<file path="config.mk">
export PLATFORM = sky130hd
export DESIGN_NAME = ssr_status_regs
export DESIGN_NICKNAME = d
export VERILOG_FILES = /design/src/core/ssr_pkg.sv /design/src/core/ssr_sync2.sv /design/src/core/ssr_status_regs.sv
export SDC_FILE = /design/constraint.sdc
export NUM_CORES = 1
export LEC_CHECK = 0
export BUFFER_PORTS_ARGS = -buffer_cell sky130_fd_sc_hd__buf_2
export CORE_MARGIN = 2
export CORE_UTILIZATION = 55
export DETAILED_ROUTE_END_ITERATION = 16
export PLACE_DENSITY = 0.87
export SLEW_MARGIN = 20
export SYNTH_ARGS = -nofsm -noshare
export SYNTH_HDL_FRONTEND = slang
export SYNTH_HIERARCHICAL = 1
export SYNTH_SLANG_ARGS = --single-unit
</file>
<file path="constraint.sdc">
create_clock -name ref_clk -period 2.25 [get_ports ref_clk]
set_input_delay 0.1125 -clock ref_clk [delete_from_list [all_inputs] [get_ports ref_clk]]
set_output_delay 0.1125 -clock ref_clk [all_outputs]
set_load 0.05 [all_outputs]
</file>
<file path="src/core/ssr_pkg.sv">
package ssr_pkg;

	localparam int ADDR_W = 12;
	localparam int DATA_W = 8;
	localparam int BIAS_W = 6;
	localparam int BAND_W = 9;
	localparam int TEMP_W = 9;
	localparam int ADC_W = 10;
	localparam int PHASE_W = 17;
	localparam int BLEED_W = 16;
	localparam int SYNC_W = 2;

	// register offsets
	localparam logic [ADDR_W-1:0] OFS_STATUS = 12'h058;
	localparam logic [ADDR_W-1:0] OFS_CORE0_BIAS = 12'h059;
	localparam logic [ADDR_W-1:0] OFS_CORE1_BIAS = 12'h05a;
	localparam logic [ADDR_W-1:0] OFS_TEMP_LOW = 12'h05b;
	localparam logic [ADDR_W-1:0] OFS_TEMP_SIGN = 12'h05c;
	localparam logic [ADDR_W-1:0] OFS_BAND_LOW = 12'h05e;
	localparam logic [ADDR_W-1:0] OFS_BAND_HIGH = 12'h05f;
	localparam logic [ADDR_W-1:0] OFS_PHASE_LOW = 12'h061;
	localparam logic [ADDR_W-1:0] OFS_PHASE_MID = 12'h062;
	localparam logic [ADDR_W-1:0] OFS_PHASE_TOP = 12'h063;
	localparam logic [ADDR_W-1:0] OFS_BLEED_LOW = 12'h064;
	localparam logic [ADDR_W-1:0] OFS_BLEED_HIGH = 12'h065;
	localparam logic [ADDR_W-1:0] OFS_FIRST_BAND = 12'h066;
	localparam logic [ADDR_W-1:0] OFS_REVISION = 12'h067;

	// status bit positions
	localparam int STS_LOCK_BIT = 0;
	localparam int STS_CAL_BIT = 1;
	localparam int STS_ADC_BIT = 2;
	localparam int STS_REF_BIT = 3;
	localparam int STS_DIR_BIT = 4;

	// temperature sign bit position within the 9-bit value
	localparam int TEMP_SIGN_BIT = 8;
	// largest magnitude that fits in the low byte
	localparam logic [DATA_W-1:0] TEMP_MAG_MAX = 8'hff;

	// arbitrary revision value
	localparam logic [DATA_W-1:0] REVISION_VALUE = 8'h01;

	localparam logic [DATA_W-1:0] RESET_BYTE = 8'h00;
	localparam logic [PHASE_W-1:0] PHASE_ONE = 17'h00001;

	// cycles after reset release before synchronised pins are trusted
	localparam logic [1:0] SETTLE_DONE = 2'h3;

endpackage

</file>
<file path="src/core/ssr_sync2.sv">
`timescale 1ns/1ps

// two-stage level synchroniser, one chain per bit
module ssr_sync2 #(
	parameter int WIDTH = 1
) (
	input  wire logic             ref_clk,
	input  wire logic             reset_n,
	input  wire logic [WIDTH-1:0] asyncIn,
	output logic      [WIDTH-1:0] syncOut
);
	import ssr_pkg::*;

	genvar i;
	generate
		for (i = 0; i < WIDTH; i++) begin : g_bit
			logic [SYNC_W-1:0] chain_q;
			always_ff @(posedge ref_clk) begin
				if (!reset_n) begin
					chain_q <= '0;
				end else begin
					chain_q <= {chain_q[0], asyncIn[i]};
				end
			end
			assign syncOut[i] = chain_q[SYNC_W-1];
		end
	endgenerate

endmodule

</file>
<file path="src/core/ssr_status_regs.sv">
`timescale 1ns/1ps

module ssr_status_regs (
	input  wire logic                           ref_clk,
	input  wire logic                           reset_n,
	input  wire logic                           regRdStrobe,
	input  wire logic                           regWrStrobe,
	input  wire logic [ssr_pkg::ADDR_W-1:0]     regAddr,
	output logic      [ssr_pkg::DATA_W-1:0]     regRdData,
	output logic                                regRdValid,
	output logic                                regWrIgnored,
	input  wire logic                           lockDetectRaw,
	input  wire logic                           refAmpOkRaw,
	input  wire logic                           phaseStepPulse,
	input  wire logic                           phaseStepUp,
	input  wire logic                           adcStartPulse,
	input  wire logic                           adcDonePulse,
	input  wire logic signed [ssr_pkg::ADC_W-1:0] adcTempResult,
	input  wire logic                           calStartPulse,
	input  wire logic                           calFirstPassPulse,
	input  wire logic                           calDonePulse,
	input  wire logic [ssr_pkg::BAND_W-1:0]     calBand,
	input  wire logic                           calCore,
	input  wire logic [ssr_pkg::BIAS_W-1:0]     core0Bias,
	input  wire logic [ssr_pkg::BIAS_W-1:0]     core1Bias,
	input  wire logic [ssr_pkg::BLEED_W-1:0]    bleedCode
);
	import ssr_pkg::*;

	////////////////////////////////////////////////////////////////////////
	// pin synchronisers

	logic [1:0] pinSync;
	logic       lockSync;
	logic       refOkSync;

	ssr_sync2 #(
		.WIDTH (2)
	) u_sync (
		.ref_clk (ref_clk),
		.reset_n (reset_n),
		.asyncIn ({refAmpOkRaw, lockDetectRaw}),
		.syncOut (pinSync)
	);

	assign lockSync  = pinSync[0];
	assign refOkSync = pinSync[1];

	////////////////////////////////////////////////////////////////////////
	// state registers

	logic                  stepDir_q;
	logic                  adcBusy_q;
	logic                  calBusy_q;
	logic [BIAS_W-1:0]     core0Bias_q;
	logic [BIAS_W-1:0]     core1Bias_q;
	logic [DATA_W-1:0]     tempMag_q;
	logic [DATA_W-1:0]     tempMag_d;
	logic                  tempSign_q;
	logic [BAND_W-1:0]     band_q;
	logic                  core_q;
	logic [DATA_W-1:0]     firstBand_q;
	logic [PHASE_W-1:0]    phaseTotal_q;
	logic [PHASE_W-1:0]    phaseTotal_d;
	logic [BLEED_W-1:0]    bleed_q;
	logic [1:0]            settle_q;

	// direction of latest step
	always_ff @(posedge ref_clk) begin
		if (!reset_n) begin
			stepDir_q <= 1'b0;
		end else if (phaseStepPulse) begin
			stepDir_q <= phaseStepUp;
		end
	end

	// running total, one count per step
	assign phaseTotal_d = phaseStepUp ? phaseTotal_q + PHASE_ONE
		: phaseTotal_q - PHASE_ONE;

	always_ff @(posedge ref_clk) begin
		if (!reset_n) begin
			phaseTotal_q <= '0;
		end else if (phaseStepPulse) begin
			phaseTotal_q <= phaseTotal_d;
		end
	end

	// start wins over a done in the same cycle
	always_ff @(posedge ref_clk) begin
		if (!reset_n) begin
			adcBusy_q <= 1'b0;
		end else if (adcStartPulse) begin
			adcBusy_q <= 1'b1;
		end else if (adcDonePulse) begin
			adcBusy_q <= 1'b0;
		end
	end

	always_ff @(posedge ref_clk) begin
		if (!reset_n) begin
			calBusy_q <= 1'b0;
		end else if (calStartPulse) begin
			calBusy_q <= 1'b1;
		end else if (calDonePulse) begin
			calBusy_q <= 1'b0;
		end
	end

	// two's complement result to sign-magnitude, saturating
	logic [ADC_W-1:0] tempAbs;
	logic             tempOver;

	assign tempAbs   = adcTempResult[ADC_W-1] ? -adcTempResult : adcTempResult;
	assign tempOver  = |tempAbs[ADC_W-1:DATA_W];
	assign tempMag_d = tempOver ? TEMP_MAG_MAX : tempAbs[DATA_W-1:0];

	always_ff @(posedge ref_clk) begin
		if (!reset_n) begin
			tempMag_q  <= RESET_BYTE;
			tempSign_q <= 1'b0;
		end else if (adcDonePulse) begin
			tempMag_q  <= tempMag_d;
			tempSign_q <= adcTempResult[ADC_W-1];
		end
	end

	// calibration results
	always_ff @(posedge ref_clk) begin
		if (!reset_n) begin
			firstBand_q <= RESET_BYTE;
		end else if (calFirstPassPulse) begin
			firstBand_q <= calBand[DATA_W-1:0];
		end
	end

	always_ff @(posedge ref_clk) begin
		if (!reset_n) begin
			band_q <= '0;
			core_q <= 1'b0;
		end else if (calDonePulse) begin
			band_q <= calBand;
			core_q <= calCore;
		end
	end

	// live values sampled every cycle
	always_ff @(posedge ref_clk) begin
		if (!reset_n) begin
			core0Bias_q <= '0;
			core1Bias_q <= '0;
			bleed_q     <= '0;
		end else begin
			core0Bias_q <= core0Bias;
			core1Bias_q <= core1Bias;
			bleed_q     <= bleedCode;
		end
	end

	// age since reset, for checks on synchronised pins
	always_ff @(posedge ref_clk) begin
		if (!reset_n) begin
			settle_q <= 2'h0;
		end else if (settle_q != SETTLE_DONE) begin
			settle_q <= settle_q + 2'h1;
		end
	end

	////////////////////////////////////////////////////////////////////////
	// read decode

	logic [DATA_W-1:0] statusWord;
	logic [DATA_W-1:0] readMux;
	logic              addrHit;

	assign statusWord = {3'h0, stepDir_q, refOkSync, adcBusy_q, calBusy_q,
		lockSync};

	always_comb begin
		readMux = RESET_BYTE;
		addrHit = 1'b1;
		case (regAddr)
			OFS_STATUS:     readMux = statusWord;
			OFS_CORE0_BIAS: readMux = {2'h0, core0Bias_q};
			OFS_CORE1_BIAS: readMux = {2'h0, core1Bias_q};
			OFS_TEMP_LOW:   readMux = tempMag_q;
			OFS_TEMP_SIGN:  readMux = {7'h00, tempSign_q};
			OFS_BAND_LOW:   readMux = band_q[DATA_W-1:0];
			OFS_BAND_HIGH:  readMux = {6'h00, core_q, band_q[BAND_W-1]};
			OFS_PHASE_LOW:  readMux = phaseTotal_q[DATA_W-1:0];
			OFS_PHASE_MID:  readMux = phaseTotal_q[2*DATA_W-1:DATA_W];
			OFS_PHASE_TOP:  readMux = {7'h00, phaseTotal_q[PHASE_W-1]};
			OFS_BLEED_LOW:  readMux = bleed_q[DATA_W-1:0];
			OFS_BLEED_HIGH: readMux = bleed_q[2*DATA_W-1:DATA_W];
			OFS_FIRST_BAND: readMux = firstBand_q;
			OFS_REVISION:   readMux = REVISION_VALUE;
			default: begin
				readMux = RESET_BYTE;
				addrHit = 1'b0;
			end
		endcase
	end

	always_ff @(posedge ref_clk) begin
		if (!reset_n) begin
			regRdData  <= RESET_BYTE;
			regRdValid <= 1'b0;
		end else begin
			regRdData  <= regRdStrobe ? readMux : RESET_BYTE;
			regRdValid <= regRdStrobe;
		end
	end

	// writes change nothing, acknowledged only at mapped offsets
	always_ff @(posedge ref_clk) begin
		if (!reset_n) begin
			regWrIgnored <= 1'b0;
		end else begin
			regWrIgnored <= regWrStrobe && addrHit;
		end
	end

	////////////////////////////////////////////////////////////////////////
	// assertions

	property p_dir_follows_step;
		@(posedge ref_clk) disable iff (!reset_n)
		phaseStepPulse |=> stepDir_q == $past(phaseStepUp);
	endproperty
	a_dir_follows_step: assert property (p_dir_follows_step)
		else $error("step direction not captured");

	property p_ref_ok_bit;
		@(posedge ref_clk) disable iff (!reset_n)
		(settle_q == SETTLE_DONE) |-> statusWord[STS_REF_BIT] == $past(refAmpOkRaw, 2);
	endproperty
	a_ref_ok_bit: assert property (p_ref_ok_bit)
		else $error("reference status bit wrong");

	property p_adc_busy_span;
		@(posedge ref_clk) disable iff (!reset_n)
		adcStartPulse ##1 (!adcDonePulse)[*2] |=> statusWord[STS_ADC_BIT];
	endproperty
	a_adc_busy_span: assert property (p_adc_busy_span)
		else $error("conversion busy dropped early");

	property p_cal_busy_end;
		@(posedge ref_clk) disable iff (!reset_n)
		(calDonePulse && !calStartPulse) |=> !statusWord[STS_CAL_BIT];
	endproperty
	a_cal_busy_end: assert property (p_cal_busy_end)
		else $error("calibration busy not cleared");

	property p_core0_read;
		@(posedge ref_clk) disable iff (!reset_n)
		(regRdStrobe && regAddr == OFS_CORE0_BIAS && $past(reset_n))
			|=> regRdValid && regRdData == {2'h0, $past(core0Bias, 2)};
	endproperty
	a_core0_read: assert property (p_core0_read)
		else $error("core 0 bias readback wrong");

	property p_core1_read;
		@(posedge ref_clk) disable iff (!reset_n)
		(regRdStrobe && regAddr == OFS_CORE1_BIAS && $past(reset_n))
			|=> regRdData == {2'h0, $past(core1Bias, 2)};
	endproperty
	a_core1_read: assert property (p_core1_read)
		else $error("core 1 bias readback wrong");

	property p_temp_sign;
		@(posedge ref_clk) disable iff (!reset_n)
		adcDonePulse |=> tempSign_q == $past(adcTempResult[ADC_W-1]);
	endproperty
	a_temp_sign: assert property (p_temp_sign)
		else $error("temperature sign wrong");

	property p_temp_sign_read;
		@(posedge ref_clk) disable iff (!reset_n)
		(regRdStrobe && regAddr == OFS_TEMP_SIGN)
			|=> regRdData == {7'h00, $past(tempSign_q)};
	endproperty
	a_temp_sign_read: assert property (p_temp_sign_read)
		else $error("temperature sign byte wrong");

	property p_first_band;
		@(posedge ref_clk) disable iff (!reset_n)
		calFirstPassPulse |=> firstBand_q == $past(calBand[DATA_W-1:0]);
	endproperty
	a_first_band: assert property (p_first_band)
		else $error("first pass band not kept");

	property p_bleed_high;
		@(posedge ref_clk) disable iff (!reset_n)
		(regRdStrobe && regAddr == OFS_BLEED_HIGH && $past(reset_n))
			|=> regRdData == $past(bleedCode[15:8], 2);
	endproperty
	a_bleed_high: assert property (p_bleed_high)
		else $error("bleed high byte wrong");

	property p_phase_top;
		@(posedge ref_clk) disable iff (!reset_n)
		(regRdStrobe && regAddr == OFS_PHASE_TOP)
			|=> regRdData[DATA_W-1:1] == 7'h00
			&& regRdData[0] == $past(phaseTotal_q[PHASE_W-1]);
	endproperty
	a_phase_top: assert property (p_phase_top)
		else $error("phase total top byte wrong");

	property p_lock_bit;
		@(posedge ref_clk) disable iff (!reset_n)
		(settle_q == SETTLE_DONE) |-> statusWord[STS_LOCK_BIT] == $past(lockDetectRaw, 2);
	endproperty
	a_lock_bit: assert property (p_lock_bit)
		else $error("lock status bit wrong");

	property p_write_ignored;
		@(posedge ref_clk) disable iff (!reset_n)
		(regWrStrobe && !phaseStepPulse && !calFirstPassPulse)
			|=> $stable(phaseTotal_q) && $stable(firstBand_q);
	endproperty
	a_write_ignored: assert property (p_write_ignored)
		else $error("write altered readback state");

	property p_unmapped_zero;
		@(posedge ref_clk) disable iff (!reset_n)
		(regRdStrobe && !addrHit) |=> regRdValid && regRdData == RESET_BYTE;
	endproperty
	a_unmapped_zero: assert property (p_unmapped_zero)
		else $error("unmapped read not zero");

endmodule

</file>
==> results.md, run 1 <==
- # rows: 33
- Final setup viols: 0
- Ys flop type: dfxtp_1
- Synth Instances: about 510
- Starting Density: a little under three fifths
- Worst vdd ir: ~0.00057 V
- Die Span Y: 95.41 um
- Finished Layout Cells: 730
- Final Cycle Share: around 93%
- Largest delay contributor family on the critical path: compound AO/OA/AOI/OAI gates
- Crit path capture type: flop
- CTS clk-pin slew, worst paths: approximately 0.10 ns
- Worst slew pin tran: approximately 0.6 ns
- CP Cell Sequence: inv_1 -> fa_1 -> nor2b_1 -> o31a_1 -> o21ai_1 -> a21boi_1 -> mux2_1 -> nand3_1
- Routed wire length: between 10000 and 15000 um
- Final core occ: between 60 and 70%
- Max FO, Critical Path: 4
- DRT iter0 DRCs: between 300 and 400
- Netlist Area Pre-Place: roughly 4600 um^2
- I/O Pins: 83
- Max Clock Freq: around 0.48 GHz
- Core Box Area: approximately 8200 um^2
- Final hold violations: 0
- Syn avg cell area: between 9 and 10 um^2
- Sink Count: between 80 and 90
- Placer Congestion: ~0.93
- Clk buf depth: 2
- Final Max Slew Viols: 0
- Final instance area: 5648 um^2
- Lkg Pwr: between 2 and 2.5 nW
- Netlist cell types: 68
- Remaining global-route overflow: 0
- Post-layout minimum cycle time: 2.098 ns
- Drc violations: 0
- Worst setup SP type: flop
- Synth warn: 6
- Synthesized Nets: roughly 600
- Vias in the first global route: 4131
- CTS tree: done
- Clock Latency Late Sink: ~0.36 ns
- Drt first pass iters: 5
- Diode count: 0
- CP Data Arrival Time: 2.40 ns
- Slowest CP cell: fa_1
- Largest net degree at the start of global routing: 63
- Final #Nets: roughly 700
- Via count: about 4.3k
- Placement Cell Area: 5101 um^2
- P&R area growth vs syn: 22.90%
- Root buffer cell: clkbuf_8
- Antenna violations before repair: 0
- First-pass GRT wire length: between 15000 and 20000 um
- CP Class: flop to flop
- Pwr Density: 665.8 nW/um^2
- DRT antenna net count: 0
- RSZ-0062 raised after global routing: false
- Detailed placer's ending HPWL: approximately 8400 um
- Dpl cells: 679
- Total negative setup slack: 0 ns
- Synthesis-stage register bit count: 89
- CTS buffer count: 9
- Die area: 9103 um^2
- Clock Skew: around 0.009 ns
- HP Class: input port to flop
- Vias/cell: 5.836
- Slew headroom: roughly three fifths
- WL/cell: 16.84 um
- Post-synth EDFFs: 0
- CP peak stage delay: just over 0.4 ns
- H-tree Lvls: 3
- Async set-reset flop share out of synthesis: 0%
- Die X: between 90 and 100 um
- Layout cell share with drive strength beyond 1: between 20% and 30%
- Total power: 3.761 mW
- Critical Path RT: between 2 and 3 ns
- PortBufs: between 80 and 90
- Max-cap viol count: 0
- Register area share after synthesis: about two fifths
- GRT Resource Usage Total: roughly 28%
- Outcome: finished, final reports clean
- WP buf/inv: 1
-- logic make-up after synthesis --
kind of cell	count (synthesis)	share of synthesized area (%)
compound gates	125	17.51
mux	39	9.720
simple gates	188	23.36
fa+ha+maj	17	4.792
buf+inv	39	3.566
xor+xnor	12	2.287
flops	89	38.77
-- cell type report --
class / count / area (um^2)
tap: 105 / 131.4
inverter: 10 / 37.54
clock inverter: 6 / 73.82
clock buffer: 10 / 127.6
sequential: 89 / 1782
fill: 632 / 2527
timing repair buffer: 129 / 845.8
multi-input combinational: 381 / 2650
-- sequential cells by signal, indices dropped and copies added, names as in the netlist, 4 cells and up --
signal                flops
core0Bias_q               6
bleed_q                  16
core1Bias_q               6
tempMag_q                 8
regRdData                 8
firstBand_q               8
band_q                    9
u_sync/g_bit.chain_q      4
phaseTotal_q             17
-- power breakdown --
group          switching (mW)  total (mW)  leakage (nW)  internal, mW
logic                   0.436       0.831          1.57         0.395
clock network           0.624        1.15        0.0954         0.530
registers              0.0861        1.77         0.737          1.69
-- final timing paths --
check | from | end | slack (ns) | cells after the start
hold reg to reg | bleed_q[9]$_SDFF_PN0_ | regRdData[1]$_SDFF_PN0_ | 0.46 | 2
hold / removal | calBand[8] | band_q[8]$_SDFFE_PN0P_ | 0.02 | 3
setup reg to reg | phaseTotal_q[0]$_SDFFE_PN0P_ | phaseTotal_q[10]$_SDFFE_PN0P_ | 0.15 | 8
setup / recovery | phaseTotal_q[0]$_SDFFE_PN0P_ | phaseTotal_q[10]$_SDFFE_PN0P_ | 0.15 | 8
-- synthesized netlist by cell type, types with 5 or more instances --
cell      number  area (um^2)
o211ai_1       5        37.54
and2_1        36        225.2
a22oi_1       16        120.1
nand2_1       31        116.4
clkbuf_1      20        75.07
nor2b_1       32        200.2
nor2_1        22        82.58
a21oi_1       34        170.2
o21ai_1        7        35.03
nand3_1       27        135.1
o21ai_0       22        110.1
dfxtp_1       89         1782
buf_2          5        25.02
ha_1          16        200.2
xor2_1         8        70.07
mux2i_1       30        300.3
inv_1          7        26.28
a31oi_1        6        37.54
o21a_1         5        37.54
-- worst min-delay path, stage by stage --
cell,delay (ns)
buf_2,0.08
mux2i_1,0.06
nor2b_1,0.10
-- cells in the final DEF (no fill, tap or decap), types with 5 or more instances in the layout --
cell	n
dfxtp_1	89
buf_2	82
and2_1	36
a21oi_1	34
dlygate4sd3_1	33
nor2b_1	32
nand2_1	31
mux2i_1	30
nand3_1	27
nor2_1	22
o21ai_0	22
a22oi_1	16
ha_1	16
buf_4	14
clkbuf_8	9
xor2_1	8
inv_1	7
o21ai_1	7
a31oi_1	6
o211ai_1	5
o21a_1	5
-- per-layer routing --
layer | track usage [%] | wire length (um) | vias to the layer above
met2 | 47.65 | 5953 | 188
met3 | 5.217 | 776 | 24
met1 | 36.24 | 5297 | 1985
li1 | - | - | 2063
met4 | 8.333 | 264 | 0
met5 | 0 | 0 | -
-- stage by stage --
| stage | hold WS (ns) | setup WS, ns |
|---|---|---|
| floorplan | 0.2342 | 0.2983 |
| global placement | 0.3170 | 0.1477 |
| detailed placement | 0.3206 | 0.1034 |
| CTS | 0.02139 | 0.1761 |
| global route | 0.01802 | 0.01462 |
| finish | 0.01731 | 0.1517 |
-- timing repair --
action / 4_1_cts / 5_1_grt
hold buffers: 33 / 0
resized for setup: 0 / 0
buffers inserted: 0 / 2
hold endpoints to repair: 33 / 0
setup endpoints to repair: 0 / 1
(Power assumes the default switching activity.)
==> inputs of run 2 (changes only) <==
--- a/config.mk
+++ b/config.mk
@@ -13,5 +13,4 @@
 export SLEW_MARGIN = 20
 export SYNTH_ARGS = -nofsm -noshare
 export SYNTH_HDL_FRONTEND = slang
-export SYNTH_HIERARCHICAL = 1
 export SYNTH_SLANG_ARGS = --single-unit
==> results.md, run 2 <==
- Drt first pass iters: 5
- CTS buffer count: 9
- Placement Cell Area: approximately 5100 um^2
- Max Clock Freq: 0.4666 GHz
- Sink Count: 89
- Async set-reset flop share out of synthesis: 0%
- CP Class: flop to flop
- Most common cell after layout, fill and taps aside: dfxtp_1
- CTS tree: done
- Final setup viols: 0
- Syn avg cell area: approximately 9 um^2
- Final #Nets: about 700
- # rows: 33
- Pwr Density: between 600 and 700 nW/um^2
- Critical Path RT: approximately 2.6 ns
- Final instance area: between 5000 and 6000 um^2
- Post-synth top area share: 38.67%
- Die area: about 9100 um^2
- Clock Latency Late Sink: 0.37 ns
- Slowest CP cell: fa_1
- Final hold violations: 0
- Synth warn: 0
- WP buf/inv: 1
- Layout cell share with drive strength beyond 1: roughly 20%
- Antenna violations before repair: 0
- Top cells by area, synth: dfxtp_1, mux2i_1, nor2b_1
- CP Data Arrival Time: approximately 2.5 ns
- Post-synth EDFFs: 0
- Root buffer cell: clkbuf_8
- Total negative setup slack: 0 ns
- Post-layout minimum cycle time: between 2 and 2.5 ns
- Max-cap viol count: 0
- Final Max Slew Viols: 0
- Max FO, Critical Path: 3
- Finished Layout Cells: around 730
- Diode count: 0
- Top cells by count, synth: dfxtp_1, a21oi_1, mux2i_1, nor2b_1
- Most frequent cells in the layout: dfxtp_1, buf_2, nor2b_1, mux2i_1, a21oi_1
- Vias/cell: around 5.8
- Ys flop type: dfxtp_1
- Total power: roughly 3.8 mW
- WL/cell: 17.55 um
- Vias in the first global route: about 4k
- Starting Density: approximately 56%
- Area leader, netlist: dfxtp_1
- Largest net degree at the start of global routing: 67
- Routed wire length: 12840 um
- DR top layer: met4
- Max FFs per register: 17
- Outcome: finished, final reports clean
- Via count: around 4.2k
- Largest registers: phaseTotal_q: 17 flops, bleed_q: 16 flops, band_q: 9 flops
- Placer Congestion: just over 0.9
- Clock Skew: 0.008287 ns
- Netlist cell types: 64
- Synthesized Nets: 604
- Count leader, synth: dfxtp_1
- M1 WL: between 5000 and 6000 um
- First-pass GRT wire length: roughly 20000 um
- Core Box Area: 8175 um^2
- Lkg Pwr: about 2.5 nW
- HP Class: input port to flop
- CTS clk-pin slew, worst paths: approximately 0.10 ns
- Synthesis-stage register bit count: 89
- PortBufs: 82
- Worst vdd ir: roughly 0.00040 V
- Die X: between 90 and 100 um
- Met3 WL: ~1100 um
- Detailed placer's ending HPWL: around 8800 um
- Netlist Area Pre-Place: between 4000 and 5000 um^2
- I/O Pins: 83
- Worst setup SP type: flop
- Crit path capture type: flop
- P&R area growth vs syn: 23.03%
- Slew headroom: roughly 62%
- RSZ-0062 raised after global routing: true
- Register area share after synthesis: 38.67%
- Clk buf depth: 2
- H-tree Lvls: 3
- CP peak stage delay: between 0.4 and 0.5 ns
- Post-CTS setup buffer count: 0
- CP Cell Sequence: inv_1 -> fa_1 -> nand2b_1 -> a211oi_1 -> nor2b_1 -> o211ai_1 -> mux2_1 -> nand3_1
- Die Span Y: ~96 um
- Metal2 WL: approximately 6100 um
- Synth Instances: 514
- Worst slew pin tran: between 0.5 and 0.6 ns
- Final Cycle Share: a little over nine tenths
- Drc violations: 0
- Dpl cells: about 680
- DRT antenna net count: 0
- Top reg by flops: phaseTotal_q
- DRT iter0 DRCs: around 350
- Remaining global-route overflow: 0
- Largest delay contributor family on the critical path: compound AO/OA/AOI/OAI gates
- GRT Resource Usage Total: 28.81%
==> run 2: changes by cell type after synthesis, sizes merged, moves of 4 or more <==
cell / before / now
nand3: 27 / 16
mux2i: 30 / 37
a21oi: 34 / 38
nor3: 6 / 10
nor2: 23 / 28
nor2b: 32 / 37
a22oi: 16 / 4
a21o: 2 / 6
==> run 2: path summary, 6_finish.rpt <==
path                                            to                                  start  cells past startpoint  slack, ns
max                  phaseTotal_q[14]$_SDFFE_PN0P_           phaseTotal_q[0]$_SDFFE_PN0P_                      8       0.11
min                         band_q[1]$_SDFFE_PN0P_                             calBand[1]                      3       0.02
max reg2reg          phaseTotal_q[14]$_SDFFE_PN0P_           phaseTotal_q[0]$_SDFFE_PN0P_                      8       0.11
min reg2reg  u_sync.g_bit[0].chain_q[1]$_SDFF_PN0_  u_sync.g_bit[0].chain_q[0]$_SDFF_PN0_                      1       0.45
==> run 2: cells by family (layout without fill, tap and decap cells) <==
family                   Yosys count  after routing  synth area share (%)
adder cells (fa/ha/maj)           17             17                 4.780
buffers and inverters             39            152                 3.341
AND/OR/NAND/NOR                  190            190                 23.14
multiplexers                      45             45                 10.24
flip-flops                        89             89                 38.67
AO/OA/AOI/OAI                    117            117                 16.59
XOR/XNOR                          17             17                 3.232
==> run 2: layout make-up <==
class / count / area [um^2]
fillers: 627 / 2507
repair buffers: 128 / 853.3
clock buffers: 9 / 123.9
multi-input cells: 386 / 2675
well taps: 105 / 131.4
flip-flops and latches: 89 / 1782
inverters: 8 / 30.03
clock inverters: 7 / 72.57
==> run 2: worst register-to-register path: stages (launching register included) <==
cell	delay, ns
dfxtp_1	0.38
inv_1	0.08
fa_1	0.43
nand2b_1	0.19
a211oi_1	0.22
nor2b_1	0.10
o211ai_1	0.28
mux2_1	0.35
nand3_1	0.07
==> run 2: metal layers <==
metal,track usage [%],up-vias
li1,-,2037
met1,37.06,1946
met2,47.84,201
met3,5.771,31
met4,10.48,0
met5,0,-
==> run 2: where the power goes <==
part           internal [mW]  switching, mW
clock                  0.434          0.668
combinational          0.428          0.491
sequential              1.70         0.0929
total                   2.56           1.25
==> run 2: what timing repair did <==
| action | in CTS | in global routing |
|---|---|---|
| hold endpoints to repair | 34 | 0 |
| setup endpoints to repair | 0 | 2 |
| hold buffers | 34 | 0 |
| resized for setup | 0 | 1 |
==> run 2: stage by stage <==
stage	worst slack, ns	hold slack [ns]	utilization [%]
final	0.1070	0.01957	69.33
after global routing	-0.003914	0.01702	69.33
after CTS	0.03838	0.01287	69.28
after detailed placement	0.05430	0.3218	62.72
after global placement	0.1757	0.3187	62.72
after floorplan	0.3105	0.2363	-
